`src/core/wake_pkg.sv`:
```
// Register map, field layout, reset values and encodings of the stop wake block
package wake_pkg;

	// Register indices; byte address is four times the index
	localparam logic [15:0] IDX_REFERENCE_STATUS = 16'h0F0A;
	localparam logic [15:0] IDX_PORT2_SELECT     = 16'h0F0C;
	localparam logic [15:0] IDX_LOGIC_SELECT     = 16'h0F0D;
	localparam logic [15:0] IDX_PORT3_SELECT     = 16'h0F0E;
	localparam logic [15:0] IDX_PORT2_DATA       = 16'h0F10;
	localparam logic [15:0] IDX_PORT2_DIRECTION  = 16'h0F11;
	localparam logic [15:0] IDX_STOP_CONTROL     = 16'h0F12;
	localparam logic [15:0] IDX_IRQ_STATUS       = 16'h0F13;
	localparam logic [15:0] IDX_IRQ_MASK         = 16'h0F14;

	localparam logic [15:0] ADDR_REFERENCE_STATUS = 16'(IDX_REFERENCE_STATUS * 4);
	localparam logic [15:0] ADDR_PORT2_SELECT     = 16'(IDX_PORT2_SELECT * 4);
	localparam logic [15:0] ADDR_LOGIC_SELECT     = 16'(IDX_LOGIC_SELECT * 4);
	localparam logic [15:0] ADDR_PORT3_SELECT     = 16'(IDX_PORT3_SELECT * 4);
	localparam logic [15:0] ADDR_PORT2_DATA       = 16'(IDX_PORT2_DATA * 4);
	localparam logic [15:0] ADDR_PORT2_DIRECTION  = 16'(IDX_PORT2_DIRECTION * 4);
	localparam logic [15:0] ADDR_STOP_CONTROL     = 16'(IDX_STOP_CONTROL * 4);
	localparam logic [15:0] ADDR_IRQ_STATUS       = 16'(IDX_IRQ_STATUS * 4);
	localparam logic [15:0] ADDR_IRQ_MASK         = 16'(IDX_IRQ_MASK * 4);

	// Field positions
	localparam int LOGIC_LEVEL_BIT   = 6;
	localparam int LOGIC_CODE_LSB    = 2;
	localparam int LOGIC_CODE_MSB    = 4;
	localparam int STOP_REQUEST_BIT  = 0;
	localparam int STOP_WAKE_BIT     = 1;
	localparam int STOP_FLAG_BIT     = 7;
	localparam int IRQ_RECOVERY_BIT  = 0;
	localparam int IRQ_REFERENCE_BIT = 1;

	// Reset values
	localparam logic [7:0] RST_PORT2_SELECT    = 8'h00;
	localparam logic [3:0] RST_PORT3_SELECT    = 4'h0;
	localparam logic [2:0] RST_LOGIC_CODE      = 3'h0;
	localparam logic       RST_LOGIC_LEVEL     = 1'b0;
	localparam logic [7:0] RST_PORT2_DIRECTION = 8'hFF;
	localparam logic [7:0] RST_PORT2_DATA      = 8'h00;
	localparam logic [1:0] RST_IRQ             = 2'h0;

	// Reference status encodings
	localparam logic [1:0] REF_NONE  = 2'h0;
	localparam logic [1:0] REF_READ  = 2'h1;
	localparam logic [1:0] REF_WRITE = 2'h2;

	// Logic source codes
	localparam logic [2:0] SRC_NONE           = 3'h0;
	localparam logic [2:0] SRC_NAND_PORT2_LOW = 3'h1;
	localparam logic [2:0] SRC_NAND_PORT2_ALL = 3'h2;
	localparam logic [2:0] SRC_NOR_P3         = 3'h3;
	localparam logic [2:0] SRC_NAND_P3        = 3'h4;
	localparam logic [2:0] SRC_NOR_P3_P0      = 3'h5;
	localparam logic [2:0] SRC_NAND_P3_P0     = 3'h6;
	localparam logic [2:0] SRC_NAND_P3_P2LOW  = 3'h7;

	typedef enum logic {
		RUNNING = 1'b0,
		STOPPED = 1'b1
	} stop_state_t;

endpackage
```
`src/core/pin_sync.sv`:
```
// Two flip-flop synchroniser for a group of port input pins
`timescale 1ns/100ps
module pin_sync #(
	parameter int WIDTH = 8
) (
	input  wire logic             pclk,
	input  wire logic             presetn,
	input  wire logic [WIDTH-1:0] pin_in,
	output logic      [WIDTH-1:0] pin_sync_out
);
	logic [WIDTH-1:0] first_stage;

	always_ff @(posedge pclk or negedge presetn) begin
		if (!presetn) begin
			first_stage  <= '0;
			pin_sync_out <= '0;
		end else begin
			first_stage  <= pin_in;
			pin_sync_out <= first_stage;
		end
	end
endmodule // pin_sync

```
`src/core/stop_wake_event_sources.sv`:
```
// Stop wake event sources with APB register access and port 2 pin control
//
// Notes on behaviour
// RULE_01 - One select bit per port 2 pin
// RULE_02 - No reference: selected pin wakes on low
// RULE_03 - Port 2 data access latches the reference (code latches only while a port 2 select bit is set)
// RULE_04 - Selected pin differing from reference wakes
// RULE_05 - Status reads 01 after read, 10 after write
// RULE_06 - Writing 00 to status restores default
// RULE_07 - Software makes pin input before selecting it
// RULE_08 - Port 2 select write-only, power-on zero, kept
// RULE_09 - Three-bit source field, code 000 selects none
// RULE_10 - Wake when source output equals level bit
// RULE_11 - Codes 001/010 NAND port 2 pins
// RULE_12 - Codes 011/100 NOR/NAND port 3 pins
// RULE_13 - Codes 101/110 add port 0 pins 0,7
// RULE_14 - Source ignores output or compare-selected pins
// RULE_15 - Any selected source causes stop recovery
// RULE_16 - Software writes fixed values to reserved bits
// RULE_17 - Logic select resets zero, kept on recovery
// RULE_18 - Code 111 NANDs port 3 with port 2 low
`timescale 1ns/100ps
module stop_wake_event_sources
	import wake_pkg::*;
(
	input  wire logic        pclk,
	input  wire logic        presetn,
	input  wire logic        psel,
	input  wire logic        penable,
	input  wire logic        pwrite,
	input  wire logic [15:0] paddr,
	input  wire logic [31:0] pwdata,
	output logic      [31:0] prdata,
	output logic             pready,
	output logic             pslverr,
	input  wire logic [7:0]  port2_pin_in,
	input  wire logic [3:0]  port3_pin_in,
	input  wire logic        port0_pin0_in,
	input  wire logic        port0_pin7_in,
	output logic      [7:0]  port2_pin_out,
	output logic      [7:0]  port2_pin_oe,
	output logic             stop_active,
	output logic             wake_event,
	output logic             irq
);
	logic [7:0]  stop_wake_port2_select;
	logic [3:0]  stop_wake_port3_select;
	logic [2:0]  logic_code;
	logic        logic_level;
	logic [1:0]  stop_wake_reference_status;
	logic [7:0]  reference_value;
	logic [7:0]  port2_direction_setting;
	logic [1:0]  irq_status;
	logic [1:0]  irq_mask;
	logic        stop_flag;
	stop_state_t stop_state;

	logic [7:0]  port2_sync;
	logic [3:0]  port3_sync;
	logic [1:0]  port0_sync;
	logic        logic_out;
	logic [7:0]  pin_wake;
	logic        logic_wake;
	logic        any_wake;
	logic        access;
	logic        wr_access;
	logic        rd_access;
	logic        port2_access;
	logic        ref_latch;
	logic        recovery;
	logic [7:0]  port2_read_value;
	logic [31:0] next_prdata;
	logic        next_pslverr;

	// Pin synchronisers
	pin_sync #(.WIDTH(8)) u_sync_p2 (
		.pclk         (pclk),
		.presetn      (presetn),
		.pin_in       (port2_pin_in),
		.pin_sync_out (port2_sync)
	);

	pin_sync #(.WIDTH(4)) u_sync_p3 (
		.pclk         (pclk),
		.presetn      (presetn),
		.pin_in       (port3_pin_in),
		.pin_sync_out (port3_sync)
	);

	pin_sync #(.WIDTH(2)) u_sync_p0 (
		.pclk         (pclk),
		.presetn      (presetn),
		.pin_in       ({port0_pin7_in, port0_pin0_in}),
		.pin_sync_out (port0_sync)
	);

	// Bus decode
	assign access    = psel & penable & pready;
	assign wr_access = access & pwrite;
	assign rd_access = access & ~pwrite;
	assign port2_access = access & (paddr == ADDR_PORT2_DATA);
	assign ref_latch    = port2_access & (|stop_wake_port2_select); // RULE_03

	// Input pins read the pin, output pins read the output latch
	assign port2_read_value = (port2_sync & port2_direction_setting)
		| (port2_pin_out & ~port2_direction_setting);

	// Per-pin reference compare
	genvar n;
	generate
		for (n = 0; n < 8; n++) begin : g_pin
			always_comb begin
				if (!stop_wake_port2_select[n]) begin
					pin_wake[n] = 1'b0; // RULE_01
				end else if (stop_wake_reference_status == REF_NONE) begin
					pin_wake[n] = ~port2_sync[n]; // RULE_02
				end else begin
					pin_wake[n] = port2_sync[n] ^ reference_value[n]; // RULE_04
				end
			end
		end
	endgenerate

	// Logic source
	wake_logic_source u_logic (
		.code           (logic_code),
		.port2_pins     (port2_sync),
		.port3_pins     (port3_sync[3:1]),
		.port0_pin0     (port0_sync[0]),
		.port0_pin7     (port0_sync[1]),
		.port2_excluded (~port2_direction_setting | stop_wake_port2_select),
		.port3_excluded (stop_wake_port3_select[3:1]),
		.logic_out      (logic_out)
	);

	assign logic_wake = (logic_code != SRC_NONE) && (logic_out == logic_level); // RULE_09 RULE_10
	assign any_wake   = (|pin_wake) | logic_wake; // RULE_15
	assign recovery   = (stop_state == STOPPED) & wake_event;

	// Read data and error decided in the setup phase
	always_comb begin
		next_prdata  = 32'h0000_0000;
		next_pslverr = 1'b0;
		case (paddr)
			ADDR_PORT2_SELECT:     next_prdata = 32'h0000_0000;
			ADDR_LOGIC_SELECT:     next_prdata = 32'h0000_0000;
			ADDR_PORT3_SELECT:     next_prdata = 32'h0000_0000;
			ADDR_REFERENCE_STATUS: next_prdata = {30'h0, stop_wake_reference_status};
			ADDR_PORT2_DATA:       next_prdata = {24'h0, port2_read_value};
			ADDR_PORT2_DIRECTION:  next_prdata = {24'h0, port2_direction_setting};
			ADDR_STOP_CONTROL: begin
				next_prdata[STOP_FLAG_BIT]    = stop_flag;
				next_prdata[STOP_WAKE_BIT]    = wake_event;
				next_prdata[STOP_REQUEST_BIT] = stop_active;
			end
			ADDR_IRQ_STATUS:       next_prdata = {30'h0, irq_status};
			ADDR_IRQ_MASK:         next_prdata = {30'h0, irq_mask};
			default:               next_pslverr = 1'b1;
		endcase
	end

	// APB answer: ready in the cycle after setup
	always_ff @(posedge pclk or negedge presetn) begin
		if (!presetn) begin
			pready  <= 1'b0;
			prdata  <= 32'h0000_0000;
			pslverr <= 1'b0;
		end else begin
			pready <= psel & ~penable;
			if (psel & ~penable) begin
				prdata  <= pwrite ? 32'h0000_0000 : next_prdata;
				pslverr <= next_pslverr;
			end else begin
				pslverr <= 1'b0;
			end
		end
	end

	// Wake select registers, reset clears them, only bus writes change them
	always_ff @(posedge pclk or negedge presetn) begin
		if (!presetn) begin
			stop_wake_port2_select <= RST_PORT2_SELECT; // RULE_08
			stop_wake_port3_select <= RST_PORT3_SELECT;
			logic_code             <= RST_LOGIC_CODE; // RULE_17
			logic_level            <= RST_LOGIC_LEVEL; // RULE_17
		end else if (wr_access) begin
			if (paddr == ADDR_PORT2_SELECT) begin
				stop_wake_port2_select <= pwdata[7:0]; // RULE_01
			end
			if (paddr == ADDR_PORT3_SELECT) begin
				stop_wake_port3_select <= pwdata[3:0];
			end
			if (paddr == ADDR_LOGIC_SELECT) begin
				logic_code  <= pwdata[LOGIC_CODE_MSB:LOGIC_CODE_LSB]; // RULE_09
				logic_level <= pwdata[LOGIC_LEVEL_BIT]; // RULE_10
			end
		end
	end

	// Reference value and its status
	always_ff @(posedge pclk or negedge presetn) begin
		if (!presetn) begin
			stop_wake_reference_status <= REF_NONE;
			reference_value            <= 8'h00;
		end else if (ref_latch) begin
			reference_value            <= pwrite ? pwdata[7:0] : prdata[7:0]; // RULE_03
			stop_wake_reference_status <= pwrite ? REF_WRITE : REF_READ; // RULE_05
		end else if (wr_access && paddr == ADDR_REFERENCE_STATUS
			&& pwdata[1:0] == REF_NONE) begin
			stop_wake_reference_status <= REF_NONE; // RULE_06
		end
	end

	// Port 2 output latch and direction
	always_ff @(posedge pclk or negedge presetn) begin
		if (!presetn) begin
			port2_pin_out           <= RST_PORT2_DATA;
			port2_direction_setting <= RST_PORT2_DIRECTION;
			port2_pin_oe            <= ~RST_PORT2_DIRECTION;
		end else if (wr_access) begin
			if (paddr == ADDR_PORT2_DATA) begin
				port2_pin_out <= pwdata[7:0];
			end
			if (paddr == ADDR_PORT2_DIRECTION) begin
				port2_direction_setting <= pwdata[7:0];
				port2_pin_oe            <= ~pwdata[7:0];
			end
		end
	end

	// Wake event register
	always_ff @(posedge pclk or negedge presetn) begin
		if (!presetn) begin
			wake_event <= 1'b0;
		end else begin
			wake_event <= any_wake; // RULE_15
		end
	end

	// Stop state: software enters stop, any wake event recovers
	always_ff @(posedge pclk or negedge presetn) begin
		if (!presetn) begin
			stop_state  <= RUNNING;
			stop_active <= 1'b0;
			stop_flag   <= 1'b0;
		end else begin
			case (stop_state)
				RUNNING: begin
					if (wr_access && paddr == ADDR_STOP_CONTROL && pwdata[STOP_REQUEST_BIT]) begin
						stop_state  <= STOPPED;
						stop_active <= 1'b1;
					end
				end
				STOPPED: begin
					if (wake_event) begin
						stop_state  <= RUNNING; // RULE_15
						stop_active <= 1'b0;
						stop_flag   <= 1'b1;
					end
				end
				default: begin
					stop_state  <= RUNNING;
					stop_active <= 1'b0;
				end
			endcase
		end
	end

	// Sticky interrupt status, write one to clear, set wins
	always_ff @(posedge pclk or negedge presetn) begin
		if (!presetn) begin
			irq_status <= RST_IRQ;
			irq_mask   <= RST_IRQ;
		end else begin
			if (wr_access && paddr == ADDR_IRQ_STATUS) begin
				irq_status <= (irq_status & ~pwdata[1:0])
					| {ref_latch, recovery};
			end else begin
				irq_status <= irq_status | {ref_latch, recovery};
			end
			if (wr_access && paddr == ADDR_IRQ_MASK) begin
				irq_mask <= pwdata[1:0];
			end
		end
	end

	always_ff @(posedge pclk or negedge presetn) begin
		if (!presetn) begin
			irq <= 1'b0;
		end else begin
			irq <= |(irq_status & irq_mask);
		end
	end

	// Assertions
	property p_default_low;
		@(posedge pclk) disable iff (!presetn)
		(stop_wake_reference_status == REF_NONE && (stop_wake_port2_select & ~port2_sync) != 8'h00)
		|=> wake_event;
	endproperty
	a_default_low: assert property (p_default_low) // RULE_02
		else $error("selected low pin gave no wake");

	property p_write_latch;
		@(posedge pclk) disable iff (!presetn)
		(wr_access && paddr == ADDR_PORT2_DATA && stop_wake_port2_select != 8'h00)
		|=> (stop_wake_reference_status == REF_WRITE && reference_value == $past(pwdata[7:0]));
	endproperty
	a_write_latch: assert property (p_write_latch) // RULE_03
		else $error("write did not latch reference");

	property p_read_latch;
		@(posedge pclk) disable iff (!presetn)
		(rd_access && paddr == ADDR_PORT2_DATA && stop_wake_port2_select != 8'h00)
		|=> (stop_wake_reference_status == REF_READ && reference_value == $past(prdata[7:0]));
	endproperty
	a_read_latch: assert property (p_read_latch) // RULE_05
		else $error("read did not latch reference");

	property p_status_clear;
		@(posedge pclk) disable iff (!presetn)
		(wr_access && paddr == ADDR_REFERENCE_STATUS && pwdata[1:0] == 2'h0)
		|=> stop_wake_reference_status == REF_NONE;
	endproperty
	a_status_clear: assert property (p_status_clear) // RULE_06
		else $error("status clear ignored");

	property p_compare;
		@(posedge pclk) disable iff (!presetn)
		(stop_wake_reference_status != REF_NONE
			&& (stop_wake_port2_select & (port2_sync ^ reference_value)) != 8'h00)
		|=> wake_event;
	endproperty
	a_compare: assert property (p_compare) // RULE_04
		else $error("pin differing from reference gave no wake");

	property p_no_source;
		@(posedge pclk) disable iff (!presetn)
		(logic_code == 3'h0 && pin_wake == 8'h00) |=> !wake_event;
	endproperty
	a_no_source: assert property (p_no_source) // RULE_09
		else $error("wake without any source");

	property p_level_match;
		@(posedge pclk) disable iff (!presetn)
		(logic_code != 3'h0 && logic_out == logic_level) |=> wake_event;
	endproperty
	a_level_match: assert property (p_level_match) // RULE_10
		else $error("logic level match gave no wake");

	property p_recover;
		@(posedge pclk) disable iff (!presetn)
		(stop_active && wake_event) |=> (!stop_active && stop_flag && irq_status[0]);
	endproperty
	a_recover: assert property (p_recover) // RULE_15
		else $error("wake did not end stop");

	property p_select_kept;
		@(posedge pclk) disable iff (!presetn)
		(stop_active && wake_event && !wr_access)
		|=> ($stable(stop_wake_port2_select) && $stable(logic_code) && $stable(logic_level));
	endproperty
	a_select_kept: assert property (p_select_kept) // RULE_08
		else $error("recovery changed wake selection");

	c_pin_wake: cover property (@(posedge pclk) disable iff (!presetn)
		stop_active && |pin_wake ##2 !stop_active);
	c_logic_wake: cover property (@(posedge pclk) disable iff (!presetn)
		stop_active && logic_wake ##2 !stop_active);
	c_ref_write: cover property (@(posedge pclk) disable iff (!presetn)
		stop_wake_reference_status == REF_WRITE);
	c_irq: cover property (@(posedge pclk) disable iff (!presetn) irq);

endmodule // stop_wake_event_sources

```
`src/core/wake_logic_source.sv`:
```
// Selectable NAND/NOR combination of port pins for the logic wake source
`timescale 1ns/100ps
module wake_logic_source
	import wake_pkg::*;
(
	input  wire logic [2:0] code,
	input  wire logic [7:0] port2_pins,
	input  wire logic [3:1] port3_pins,
	input  wire logic       port0_pin0,
	input  wire logic       port0_pin7,
	input  wire logic [7:0] port2_excluded,
	input  wire logic [3:1] port3_excluded,
	output logic            logic_out
);
	logic [7:0] port2_nand;
	logic [3:1] p3_nand;
	logic [3:1] p3_nor;

	// Excluded pins are forced to the neutral value of each gate
	assign port2_nand = port2_pins | port2_excluded; // RULE_14
	assign p3_nand = port3_pins | port3_excluded; // RULE_14
	assign p3_nor  = port3_pins & ~port3_excluded; // RULE_14

	always_comb begin
		case (code)
			SRC_NAND_PORT2_LOW: logic_out = ~&port2_nand[3:0]; // RULE_11
			SRC_NAND_PORT2_ALL: logic_out = ~&port2_nand; // RULE_11
			SRC_NOR_P3:         logic_out = ~|p3_nor; // RULE_12
			SRC_NAND_P3:        logic_out = ~&p3_nand; // RULE_12
			SRC_NOR_P3_P0:      logic_out = ~|{p3_nor, port0_pin0, port0_pin7}; // RULE_13
			SRC_NAND_P3_P0:     logic_out = ~&{p3_nand, port0_pin0, port0_pin7}; // RULE_13
			SRC_NAND_P3_P2LOW:  logic_out = ~&{p3_nand, port2_nand[2:0]}; // RULE_18
			default:            logic_out = 1'b0;
		endcase
	end
endmodule // wake_logic_source

```
`config.mk`:
```
export PLATFORM = sky130hd
export DESIGN_NAME = stop_wake_event_sources
export DESIGN_NICKNAME = d
export VERILOG_FILES = /design/src/core/wake_pkg.sv /design/src/core/pin_sync.sv /design/src/core/stop_wake_event_sources.sv /design/src/core/wake_logic_source.sv
export SDC_FILE = /design/constraint.sdc
export NUM_CORES = 1
export LEC_CHECK = 0
export ABC_AREA = 1
export BUFFER_PORTS_ARGS = -buffer_cell sky130_fd_sc_hd__buf_2
export CAP_MARGIN = 10
export CORE_MARGIN = 2
export CORE_UTILIZATION = 50
export CTS_BUF_LIST = sky130_fd_sc_hd__clkbuf_4
export DETAILED_ROUTE_END_ITERATION = 10
export HOLD_SLACK_MARGIN = 0.03
export PLACE_DENSITY = 0.79
export SLEW_MARGIN = 10
export SYNTH_ARGS = -nofsm -noshare
export SYNTH_HDL_FRONTEND = slang
export SYNTH_SLANG_ARGS = --single-unit
```
`constraint.sdc`:
```
create_clock -name pclk -period 1.3 [get_ports pclk]
set_input_delay 0.13 -clock pclk [delete_from_list [all_inputs] [get_ports pclk]]
set_output_delay 0.13 -clock pclk [all_outputs]
set_load 0.01 [all_outputs]
```
==> results by group, run 1 <==
Status
  • Result of the run: finished, violations left
  • Failing checks: setup timing

Logic synthesis
  • Number of instances in the synthesized netlist: 551
  • Yosys warning count: 0
  • Post-synthesis sequential element count: 94
  • Syn Std Cell Area: ~0.0046 mm^2
  • Sequential fraction of the synthesis area: 50.86%
  • Number of unique standard cell types used by synthesis: 33
  • Mean area per synthesized cell: between 8 and 9 um^2

Worst setup path
  • Worst Path Max Fanout: 3
  • Critical path data required time: 1640 ps
  • Kind of critical path: flip-flop to flip-flop
  • Worst endpoint data arrival time: around 1800 ps
  • CP peak stage delay: 410 ps
  • Slowest-stage cell, CP: dfrtp_1
  • Endpoint class of the critical path: flip-flop
  • Launching element type of the critical path: flip-flop
  • Most repeated library cell on the critical path: nand2_1
  • List of cells traversed by the critical path: inv_1, nand3_1, nand2_1, nor2_2, nand2_1, nand2_1, nand2_1, nor2_1, nand3_1, nand3_1, nand2_1

Cells and area
  • Combined area of the multi-input logic cells: 0.002247 mm^2
  • Number of fill cells in the layout: about 710
  • Utilization after layout: 70.32%
  • Growth of design area from synthesis to finish: 37.90%
  • ANT cells: 0
  • Most common cell after layout, fill and taps aside: nand2_1
  • Post-Layout Inst Area: about 0.0064 mm^2
  • Commonest cells after routing, fill and taps aside: nand2_1 (110), dfrtp_1 (84), buf_2 (69), inv_1 (56), buf_4 (51)
  • Number of standard cells in the final layout excluding fillers: 827
  • Storage cell area: 0.002365 mm^2
  • Post-layout nets: 778
  • Share of post-route cells with drive strength above 1: 40.36%

Global route
  • Global route total overflow: 0
  • Total global-route track usage: around a quarter
  • Initial antenna violation count: 0
  • Pin count of the biggest net entering global routing: 95
  • Via count of the first global-routing pass: between 4k and 5k
  • Global-route wire length before repair: between 20,000 and 25,000 um

Clock network
  • Cell at the root of the clock tree: clkbuf_4
  • Max clock buf depth: 2
  • Worst-path clk slew: roughly 140 ps
  • Clock buffers created by TritonCTS: 9
  • Number of levels the H-tree was split into: 3
  • Worst-Skew Late Latency: between 400 and 500 ps
  • Clock tree from TritonCTS: done
  • TritonCTS Sinks: between 90 and 100

Min path
  • HP Class: primary input to flip-flop

Timing
  • Final setup violating endpoints: 53
  • Setup repair after global routing missed its margin: yes
  • Worst rel slew slack: ~65%
  • Final clock skew: around 24 ps
  • Max Clk Rate: around 680 MHz
  • Hold violation count in the final report: 0
  • Total Negative Setup Slacks: -2970 ps
  • Post-layout worst setup margin: -174.8 ps
  • Count of final max-slew check failures: 0
  • Post-route minimum period: between 1000 and 1500 ps
  • Actual slew at the worst max-slew pin: 529.0 ps
  • Worst hold slack after final layout: 28.89 ps
  • Portion of the clock cycle consumed by the worst path in the final layout: 113.4%

Floorplanning
  • Horiz. Die Dim: approximately 100 um
  • Die ar.: 0.01008 mm^2
  • Rows: 35
  • Count of pins on the block boundary: 120
  • Floorplan die height: ~100 um
  • Core Region: 0.009109 mm^2
  • Initial Utilization: 50.99%

Detailed routing
  • Number of vias in the routed layout: 4,396
  • Detail Route Antenna Nets: 0
  • 1st-pass router iterations: 5
  • Total routed wire length on the met1 layer: 5197 um
  • Post-detailed-routing wire length: 13,090 um
  • Routed via count divided by cell count: 5.316
  • Average routed wire per standard cell: 15.83 um
  • Residual DRC count: 0
  • Top Layer Used: met4
  • Routed length on met3: 740 um
  • DRC violation total after the first TritonRoute iteration: 251
  • Wire length on met2: approximately 6800 um

Placement
  • Instance area at placement: 0.005373 mm^2
  • DP HPWL: roughly 8600 um
  • Count of buffers from port buffering: 70
  • Inst Count DP: 771
  • Gpl congestion: 0.9021

Pwr
  • Power density over the cells: 828.8 mW/mm^2
  • Worst vdd ir: 0.6833 mV
  • Cell leakage power: 3.130 nW

Job
  • MaxCap Viol Count: 0
## layout make-up
type	count	share of cell area [%]
flip-flops and latches	94	36.92
repair buffers	159	19.22
clock buffers	11	1.289
inverters	67	4.005
multi-input cells	380	35.09
well taps	111	2.168
clock inverters	5	1.309
## report_power, final
group	switching, W	internal (W)
clock	0.00102	0.000834
sequential	0.0000213	0.00297
combinational	0.000278	0.000181
total	0.00132	0.00399
## Yosys cell counts, drive strengths merged
master	n	area, um^2
o211ai	2	15.01
inv	67	251.5
nor4	1	6.260
conb	1	3.750
nand2	149	576.8
nand4	9	71.32
o22ai	1	6.260
o21ai	90	499.2
nor3	5	30.03
nand3	46	275.3
or2	4	25.03
buf	35	279.0
clkbuf	1	3.750
dfrtp	86	2152
dfstp	8	210.2
mux2	1	11.26
nor2	45	227.7
## worst paths after layout
path                                                startpoint                                   endpoint  slack (ps)  cells after the start
max                        u_sync_p2.pin_sync_out[5]$_DFF_PN0_                       wake_event$_DFF_PN0_        -170                     11
min                                                     pwrite  stop_wake_reference_status[0]$_DFFE_PN0P_          30                      3
max reg2reg                u_sync_p2.pin_sync_out[5]$_DFF_PN0_                       wake_event$_DFF_PN0_        -170                     11
min reg2reg                 u_sync_p3.first_stage[2]$_DFF_PN0_        u_sync_p3.pin_sync_out[2]$_DFF_PN0_         370                      0
max in group asynchronous                              presetn     port2_direction_setting[1]$_DFFE_PN1P_         630                      3
min in group asynchronous                              presetn                          pslverr$_DFF_PN0_         220                      3
## through the flow
step	setup WS, ps	total power, W
floorplan	9.790	0.003236
global route	-266.4	0.005484
detailed placement	-155.5	0.003409
global placement	-121.6	0.003393
CTS	-102.4	0.005294
finish	-174.8	0.005309
## worst max-delay path, delay by kind of cell (launching register included)
family / cells / cell delay (ps)
buf+inv: 1 / 80
flops: 1 / 410
simple gates: 10 / 880
## sequential cells by signal, summed over array words and instances, names as in the netlist, 3 cells and up
| register | count |
|---|---|
| prdata | 8 |
| logic_code | 3 |
| u_sync_p2.pin_sync_out | 8 |
| u_sync_p2.first_stage | 8 |
| port2_pin_oe | 8 |
| stop_wake_port3_select | 3 |
| reference_value | 8 |
| port2_direction_setting | 8 |
| stop_wake_port2_select | 8 |
| port2_pin_out | 8 |
| u_sync_p3.pin_sync_out | 3 |
| u_sync_p3.first_stage | 3 |
## metal layers
layer / track usage (%) / vias to the layer above
li1: - / 2052
met1: 33.21 / 2133
met2: 46.00 / 182
met3: 3.203 / 29
met5: 0 / -
met4: 10.12 / 0
## cell families after synthesis
logic type,synth area share [%]
AO/OA/AOI/OAI,11.21
flip-flops,50.86
other,0.08074
multiplexers,0.2424
AND/OR/NAND/NOR,26.10
buffers and inverters,11.50
## timing repair
item | CTS | global route
gates cloned | 3 | 3
hold endpoints to repair | 119 | 0
endpoints found under the setup margin | 39 | 61
hold buffers | 22 | 0
setup buffers | 10 | 2
gates resized for setup | 33 | 111
pin swaps | 22 | 22
Power figures use the tool's default switching activity.
==> run 2: changes to the inputs <==
CORE_UTILIZATION = 48   (was 50)
CTS_BUF_LIST = sky130_fd_sc_hd__clkbuf_16   (was sky130_fd_sc_hd__clkbuf_4)
PLACE_DENSITY = 0.76   (was 0.79)
==> run 2 against run 1 <==
  * The run still ends with setup timing left
  * Die area is 4.0% higher
  * Maximum frequency is 2.9% higher
  * Sequential cell count stayed put
  * First-iteration DRC count is 57% higher
  * Sequential power hardly changed
  * Worst hold slack better by 130 ps
  * Combinational power is 1% higher
  * Wire length is 0.54% lower
  * Global-route usage is 1.5 points lower
  * Cell area is 1.2% lower
  * Count of clock-buffer cells in the layout is 2 lower
  * Core utilization is 2.5 points lower
  * Critical path type unchanged
  * Largest cell class unchanged
==> results by group, run 2 (synthesized netlist as in run 1, its figures left out) <==
Status
  • Result of the run: finished, violations left
  • Failing checks: setup timing

Clock network
  • Worst-path clk slew: about 70 ps
  • Clock buffers created by TritonCTS: 9
  • Max clock buf depth: 2
  • Worst-Skew Late Latency: ~350 ps
  • Number of levels the H-tree was split into: 3
  • Clock tree from TritonCTS: done
  • Cell at the root of the clock tree: clkbuf_16
  • TritonCTS Sinks: 94

Floorplanning
  • Die ar.: 0.01048 mm^2
  • Initial Utilization: around half
  • Rows: 35
  • Core Region: roughly 0.0093 mm^2
  • Floorplan die height: 102.4 um
  • Count of pins on the block boundary: 120
  • Horiz. Die Dim: 102.4 um

Worst setup path
  • Start of the worst register-to-register path: stop_wake_reference_status[0]$_DFFE_PN0P_
  • Launching element type of the critical path: flip-flop
  • Kind of critical path: flip-flop to flip-flop
  • Endpoint class of the critical path: flip-flop
  • Capture instance of the worst register-to-register path: wake_event$_DFF_PN0_
  • Critical path data required time: between 1500 and 2000 ps
  • Worst r2r path cells: 7
  • Worst Path Max Fanout: 5
  • Setup slack of the worst register-to-register path: -130 ps
  • Worst endpoint data arrival time: 1660 ps

Global route
  • Pin count of the biggest net entering global routing: 42
  • Via count of the first global-routing pass: approximately 4.4k
  • Total global-route track usage: 24.74%
  • Met2 usage: 42.61%
  • Met3 track demand over resource: 4.446%
  • Met1 Use GR: 30.12%
  • Global-route wire length before repair: 19,860 um
  • Global route total overflow: 0
  • Layer with the highest usage after global routing: met2
  • Initial antenna violation count: 0

Detailed routing
  • Routed via count divided by cell count: 5.244
  • 1st-pass router iterations: 5
  • Average routed wire per standard cell: 15.41 um
  • Residual DRC count: 0
  • Detail Route Antenna Nets: 0
  • DRC violation total after the first TritonRoute iteration: 394
  • Number of vias in the routed layout: approximately 4.4k
  • Post-detailed-routing wire length: 13,020 um

Timing
  • Hold violation count in the final report: 0
  • Max Clk Rate: about 700 MHz
  • Final clock skew: 6.201 ps
  • Post-route minimum period: 1433 ps
  • Post-layout worst setup margin: -133.2 ps
  • Total Negative Setup Slacks: -531.2 ps
  • Final setup violating endpoints: 16
  • Setup repair after global routing missed its margin: yes
  • Portion of the clock cycle consumed by the worst path in the final layout: 110.2%
  • Worst hold slack after final layout: 157.7 ps
  • Count of final max-slew check failures: 0

Min path
  • HP Class: primary input to flip-flop
  • Worst hold endpoint: stop_wake_reference_status[0]$_DFFE_PN0P_
  • Cell count of the worst hold path: 3
  • Worst hold start: pwrite

Cells and area
  • Number of fill cells in the layout: 702
  • Growth of design area from synthesis to finish: 36.23%
  • Utilization after layout: ~68%
  • Commonest cells after routing, fill and taps aside: nand2_1 (133), dfrtp_1 (85), buf_2 (69), buf_4 (55), inv_1 (54)
  • Post-layout nets: 778
  • ANT cells: 0
  • Post-Layout Inst Area: 0.006327 mm^2
  • Share of post-route cells with drive strength above 1: a little over a third
  • Most common cell after layout, fill and taps aside: nand2_1

Placement
  • Setup Slack @ Placement: -132.4 ps
  • Count of buffers from port buffering: 70
  • Gpl congestion: 0.9274
  • DP HPWL: 8499 um
  • Instance area at placement: around 0.0054 mm^2

Pwr
  • Power density over the cells: 1004 mW/mm^2
  • Cell leakage power: 3.132 nW
  • Worst vdd ir: a little over 0.8 mV

Job
  • MaxCap Viol Count: 0
-- run 2: worst max-delay path by stage --
| stage | from | end | cells after the start |
|---|---|---|---|
| floorplan | stop_wake_reference_status[0]$_DFFE_PN0P_ | wake_event$_DFF_PN0_ | 7 |
| global placement | paddr[15] | prdata[3]$_DFFE_PN0P_ | 9 |
| detailed placement | paddr[1] | port2_direction_setting[2]$_DFFE_PN1P_ | 8 |
| CTS | port2_direction_setting[1]$_DFFE_PN1P_ | prdata[1]$_DFFE_PN0P_ | 7 |
| global route | u_sync_p2.pin_sync_out[7]$_DFF_PN0_ | wake_event$_DFF_PN0_ | 11 |
| finish | stop_wake_reference_status[0]$_DFFE_PN0P_ | wake_event$_DFF_PN0_ | 7 |
-- run 2: area by class of cell --
type	count	area (um^2)	share of cell area, %
flip-flops and latches	94	2364	37.35
multi-input cells	381	2078	32.85
repair buffers	158	1144	18.07
inverters	67	259.0	4.093
clock buffers	9	225.2	3.559
well taps	129	161.4	2.551
clock inverters	7	96.34	1.523
-- run 2: worst max-delay path, cell delays in order, from the launching register on --
cell	delay (ps)
dfrtp_1	430
nor2_4	200
buf_6	140
o21ai_2	50
nand3_1	80
o21ai_1	70
nor4_1	270
nand2_1	70
-- run 2: layer usage --
| layer | routed length (um) | vias up |
|---|---|---|
| li1 | - | 2048 |
| met2 | 6456 | 228 |
| met5 | 0 | - |
| met3 | 868 | 58 |
| met4 | 493 | 0 |
| met1 | 5205 | 2097 |
-- run 2: repair_timing --
| item | 4_1_cts | 5_1_grt |
|---|---|---|
| hold buffers | 22 | 0 |
| cloned | 1 | 3 |
| endpoints found under the setup margin | 26 | 39 |
| buffers inserted | 7 | 10 |
| hold endpoints to repair | 109 | 0 |
| resized for setup | 25 | 67 |
| pin swaps | 16 | 25 |
-- run 2: through the flow --
step | power, W | cells
5_1_grt | 0.006552 | 845
3_5_place_dp | 0.003421 | 787
6_report | 0.006350 | 845
4_1_cts | 0.006355 | 833
2_1_floorplan | 0.003236 | 574
3_3_place_gp | 0.003407 | 787
-- run 2: power breakdown --
part	internal (W)	switching (W)	leakage (nW)
registers	0.00297	0.0000222	1.19
logic	0.000187	0.000278	1.79
clock network	0.00169	0.00120	0.154
total	0.00485	0.00150	3.13
==> run 3: changes to the inputs <==
ABC_AREA = unset   (was 1)
CORE_UTILIZATION = 47   (was 48)
==> run 3 against run 2 <==
  * The run still ends with setup timing left
  * Sequential cell count is the same
  * Synthesized cell count decreased by 35%
  * Die area is 6.7% lower
  * Clock power is 9.7% lower
  * Final cell count decreased by 25%
  * First-iteration DRC count fell by 36%
  * Worst hold slack worse by 100 ps
  * Critical path depth down 1
  * Non-clock buffer count rose by 5
  * Total power shrank 5.6%
  * Highest routed layer unchanged
  * Wire length is 9.0% lower
==> results by group, run 3 <==
Status
  • Result of the run: finished, violations left
  • Failing checks: setup timing

Floorplanning
  • Die ar.: approximately 0.01 mm^2
  • Horiz. Die Dim: 98.87 um
  • Core Region: just under 0.009 mm^2
  • Count of pins on the block boundary: 120
  • Initial Utilization: 48.51%
  • Floorplan die height: 98.87 um
  • Rows: 34

Placement
  • Gpl congestion: 0.9396
  • Inst Count DP: just under 600
  • Count of buffers from port buffering: 70
  • Setup Slack @ Placement: -631.1 ps
  • DP HPWL: around 8000 um

Global route
  • Global route total overflow: 0
  • Pin count of the biggest net entering global routing: 34
  • Global-route wire length before repair: 17,640 um
  • Initial antenna violation count: 0
  • Via count of the first global-routing pass: 3,486
  • Total global-route track usage: a little under a quarter

Timing
  • Post-route minimum period: 1875 ps
  • Post-layout worst setup margin: -575.4 ps
  • Worst rel slew slack: 56.38%
  • Worst hold slack after final layout: 56.66 ps
  • Actual slew at the worst max-slew pin: approximately 650 ps
  • Max Clk Rate: 533.2 MHz
  • Portion of the clock cycle consumed by the worst path in the final layout: 144.3%
  • Final clock skew: 4.380 ps
  • Count of final max-slew check failures: 0
  • Final setup violating endpoints: 59
  • Hold violation count in the final report: 0
  • Setup repair after global routing missed its margin: yes

Cells and area
  • ANT cells: 0
  • Growth of design area from synthesis to finish: 41.67%
  • Most common cell after layout, fill and taps aside: dfrtp_1
  • Commonest cells after routing, fill and taps aside: dfrtp_1 (86), buf_2 (68), buf_4 (64), mux2_2 (31), conb_1 (24)
  • Number of standard cells in the final layout excluding fillers: roughly 630
  • Storage cell area: 0.002362 mm^2
  • Share of post-route cells with drive strength above 1: 47.43%
  • Combined area of the multi-input logic cells: 0.001932 mm^2
  • Number of fill cells in the layout: 642
  • Post-layout nets: 587

Pwr
  • Worst vdd ir: 0.8769 mV
  • Sequential Power Share: 49.9%
  • Cell leakage power: 3.027 nW
  • Total internal power: 0.004633 W
  • Share of total power in combinational logic: about 6.5%
  • Fraction of power consumed by the clock network: 43.6%
  • Switching Fraction: 22.71%
  • Power density over the cells: 1000 mW/mm^2
  • Switching power summed over all nets: 0.001361 W

Detailed routing
  • 1st-pass router iterations: 5
  • Average routed wire per standard cell: 18.72 um
  • Post-detailed-routing wire length: 11,850 um
  • Detail Route Antenna Nets: 0
  • Number of vias in the routed layout: between 3k and 4k
  • DRC violation total after the first TritonRoute iteration: 252
  • Routed via count divided by cell count: about 5.5
  • Residual DRC count: 0

Logic synthesis
  • Post-synth EDFFs: 0
  • Leading cell type by number of instances after synthesis: dfrtp_1
  • Number of unique standard cell types used by synthesis: 48
  • Yosys warning count: 0
  • Area share of the largest cell type after synthesis: 50.87%
  • Number of instances in the synthesized netlist: 358
  • Mean area per synthesized cell: 11.82 um^2
  • Sequential fraction of the synthesis area: between 50% and 60%
  • Leading cell types by total area after synthesis: dfrtp_1 (51%), mux2_2 (9.6%), dfstp_2 (5.0%), buf_4 (4.4%), nor3b_1 (3.7%)
  • Yosys top cell by area: dfrtp_1
  • Post-synthesis sequential element count: 94
  • Async set or reset register ratio after synthesis: 100.0%
  • Most frequently used flop master after synthesis: dfrtp_1
  • Top cell types by occurrence after synthesis: dfrtp_1 (86), mux2_2 (36), nand2_1 (32)
  • Syn Std Cell Area: 0.004230 mm^2

Clock network
  • Clock tree from TritonCTS: done
  • Number of levels the H-tree was split into: 3
  • Cell at the root of the clock tree: clkbuf_16
  • Worst-Skew Late Latency: 340 ps
  • TritonCTS Sinks: 94
  • Worst-path clk slew: 60 ps
  • Max clock buf depth: 2
  • Clock buffers created by TritonCTS: 9

Worst setup path
  • Critical path data required time: 1510 ps
  • Capture instance of the worst register-to-register path: wake_event$_DFF_PN0_
  • Kind of critical path: flip-flop to flip-flop
  • Start of the worst register-to-register path: port2_direction_setting[1]$_DFFE_PN1P_
  • Worst r2r path cells: 6
  • Launching element type of the critical path: flip-flop
  • Worst endpoint data arrival time: 2090 ps
  • Worst Path Max Fanout: 3
  • Endpoint class of the critical path: flip-flop
  • Setup slack of the worst register-to-register path: -580 ps

Min path
  • Cell count of the worst hold path: 2
  • HP Class: primary input to flip-flop
  • Worst hold endpoint: port2_pin_oe[5]$_DFFE_PN0P_
  • Worst hold start: pwdata[5]

Job
  • MaxCap Viol Count: 0
-- run 3: layout make-up --
class | instances | share of cell area [%]
tap | 108 | 2.255
clock buffer | 9 | 3.758
inverter | 7 | 0.4384
clock inverter | 7 | 1.169
sequential | 94 | 39.42
multi-input combinational | 245 | 32.23
timing repair buffer | 163 | 20.73
-- run 3: power groups by stage --
| stage | registers [W] | clock network, W | logic (W) |
|---|---|---|---|
| floorplan | 0.00304 | 0 | 0.000148 |
| CTS | 0.00299 | 0.00266 | 0.000379 |
| detailed placement | 0.00305 | 0 | 0.000338 |
| global route | 0.00299 | 0.00277 | 0.000421 |
| finish | 0.00299 | 0.00261 | 0.000388 |
| global placement | 0.00304 | 0 | 0.000331 |
-- run 3: cells by family after synthesis --
kind of cell / share of synthesized area, %
AOI/OAI and AO/OA: 10.03
xor gates and xnor gates: 1.656
buffers and inverters: 6.478
DFF: 55.84
muxes: 9.820
other: 0.08865
and+or+nand+nor: 16.09
-- run 3: metrics by stage --
| step | util (%) | TNS [ps] | instance area (um^2) | power [W] |
|---|---|---|---|---|
| 3_5_place_dp | 59.30 | -24190 | 5171 | 0.003383 |
| 6_report | 68.72 | -14230 | 5993 | 0.005994 |
| 5_1_grt | 68.72 | -16950 | 5993 | 0.006183 |
| 4_1_cts | 67.13 | -10690 | 5854 | 0.006031 |
| 2_1_floorplan | - | -9475 | 4412 | 0.003191 |
| 3_3_place_gp | 59.30 | -23010 | 5171 | 0.003374 |
-- run 3: timing repair --
action / CTS / global route
cloned: 3 / 1
resized for setup: 35 / 29
endpoints found under the setup margin: 48 / 64
pin swaps: 12 / 13
hold buffers: 14 / 0
endpoints found under the hold margin: 71 / 0
buffers inserted: 9 / 6
-- run 3: worst max-delay path: stages, from the launching register on --
cell and delay, ps:
dfstp_2 390, nor3b_2 150, nor3_2 390, a31oi_1 150
a311o_1 370, o21ai_0 180, nand4b_1 110
-- run 3: worst max path at each step --
stage / startpoint / to / slack (ps)
2_1_floorplan: paddr[15] / reference_value[0]$_DFFE_PN0P_ / -520
3_3_place_gp: paddr[15] / reference_value[7]$_DFFE_PN0P_ / -540
3_5_place_dp: paddr[15] / reference_value[2]$_DFFE_PN0P_ / -630
4_1_cts: port2_direction_setting[0]$_DFFE_PN1P_ / prdata[0]$_DFFE_PN0P_ / -550
5_1_grt: port2_direction_setting[0]$_DFFE_PN1P_ / prdata[0]$_DFFE_PN0P_ / -650
6_report: port2_direction_setting[1]$_DFFE_PN1P_ / wake_event$_DFF_PN0_ / -580
-- run 3: per-layer routing --
layer	track usage (%)	part of all wire [%]
met1	29.41	40
met2	42.00	52
met3	3.830	5.7
met4	8.114	2.0
met5	0	0
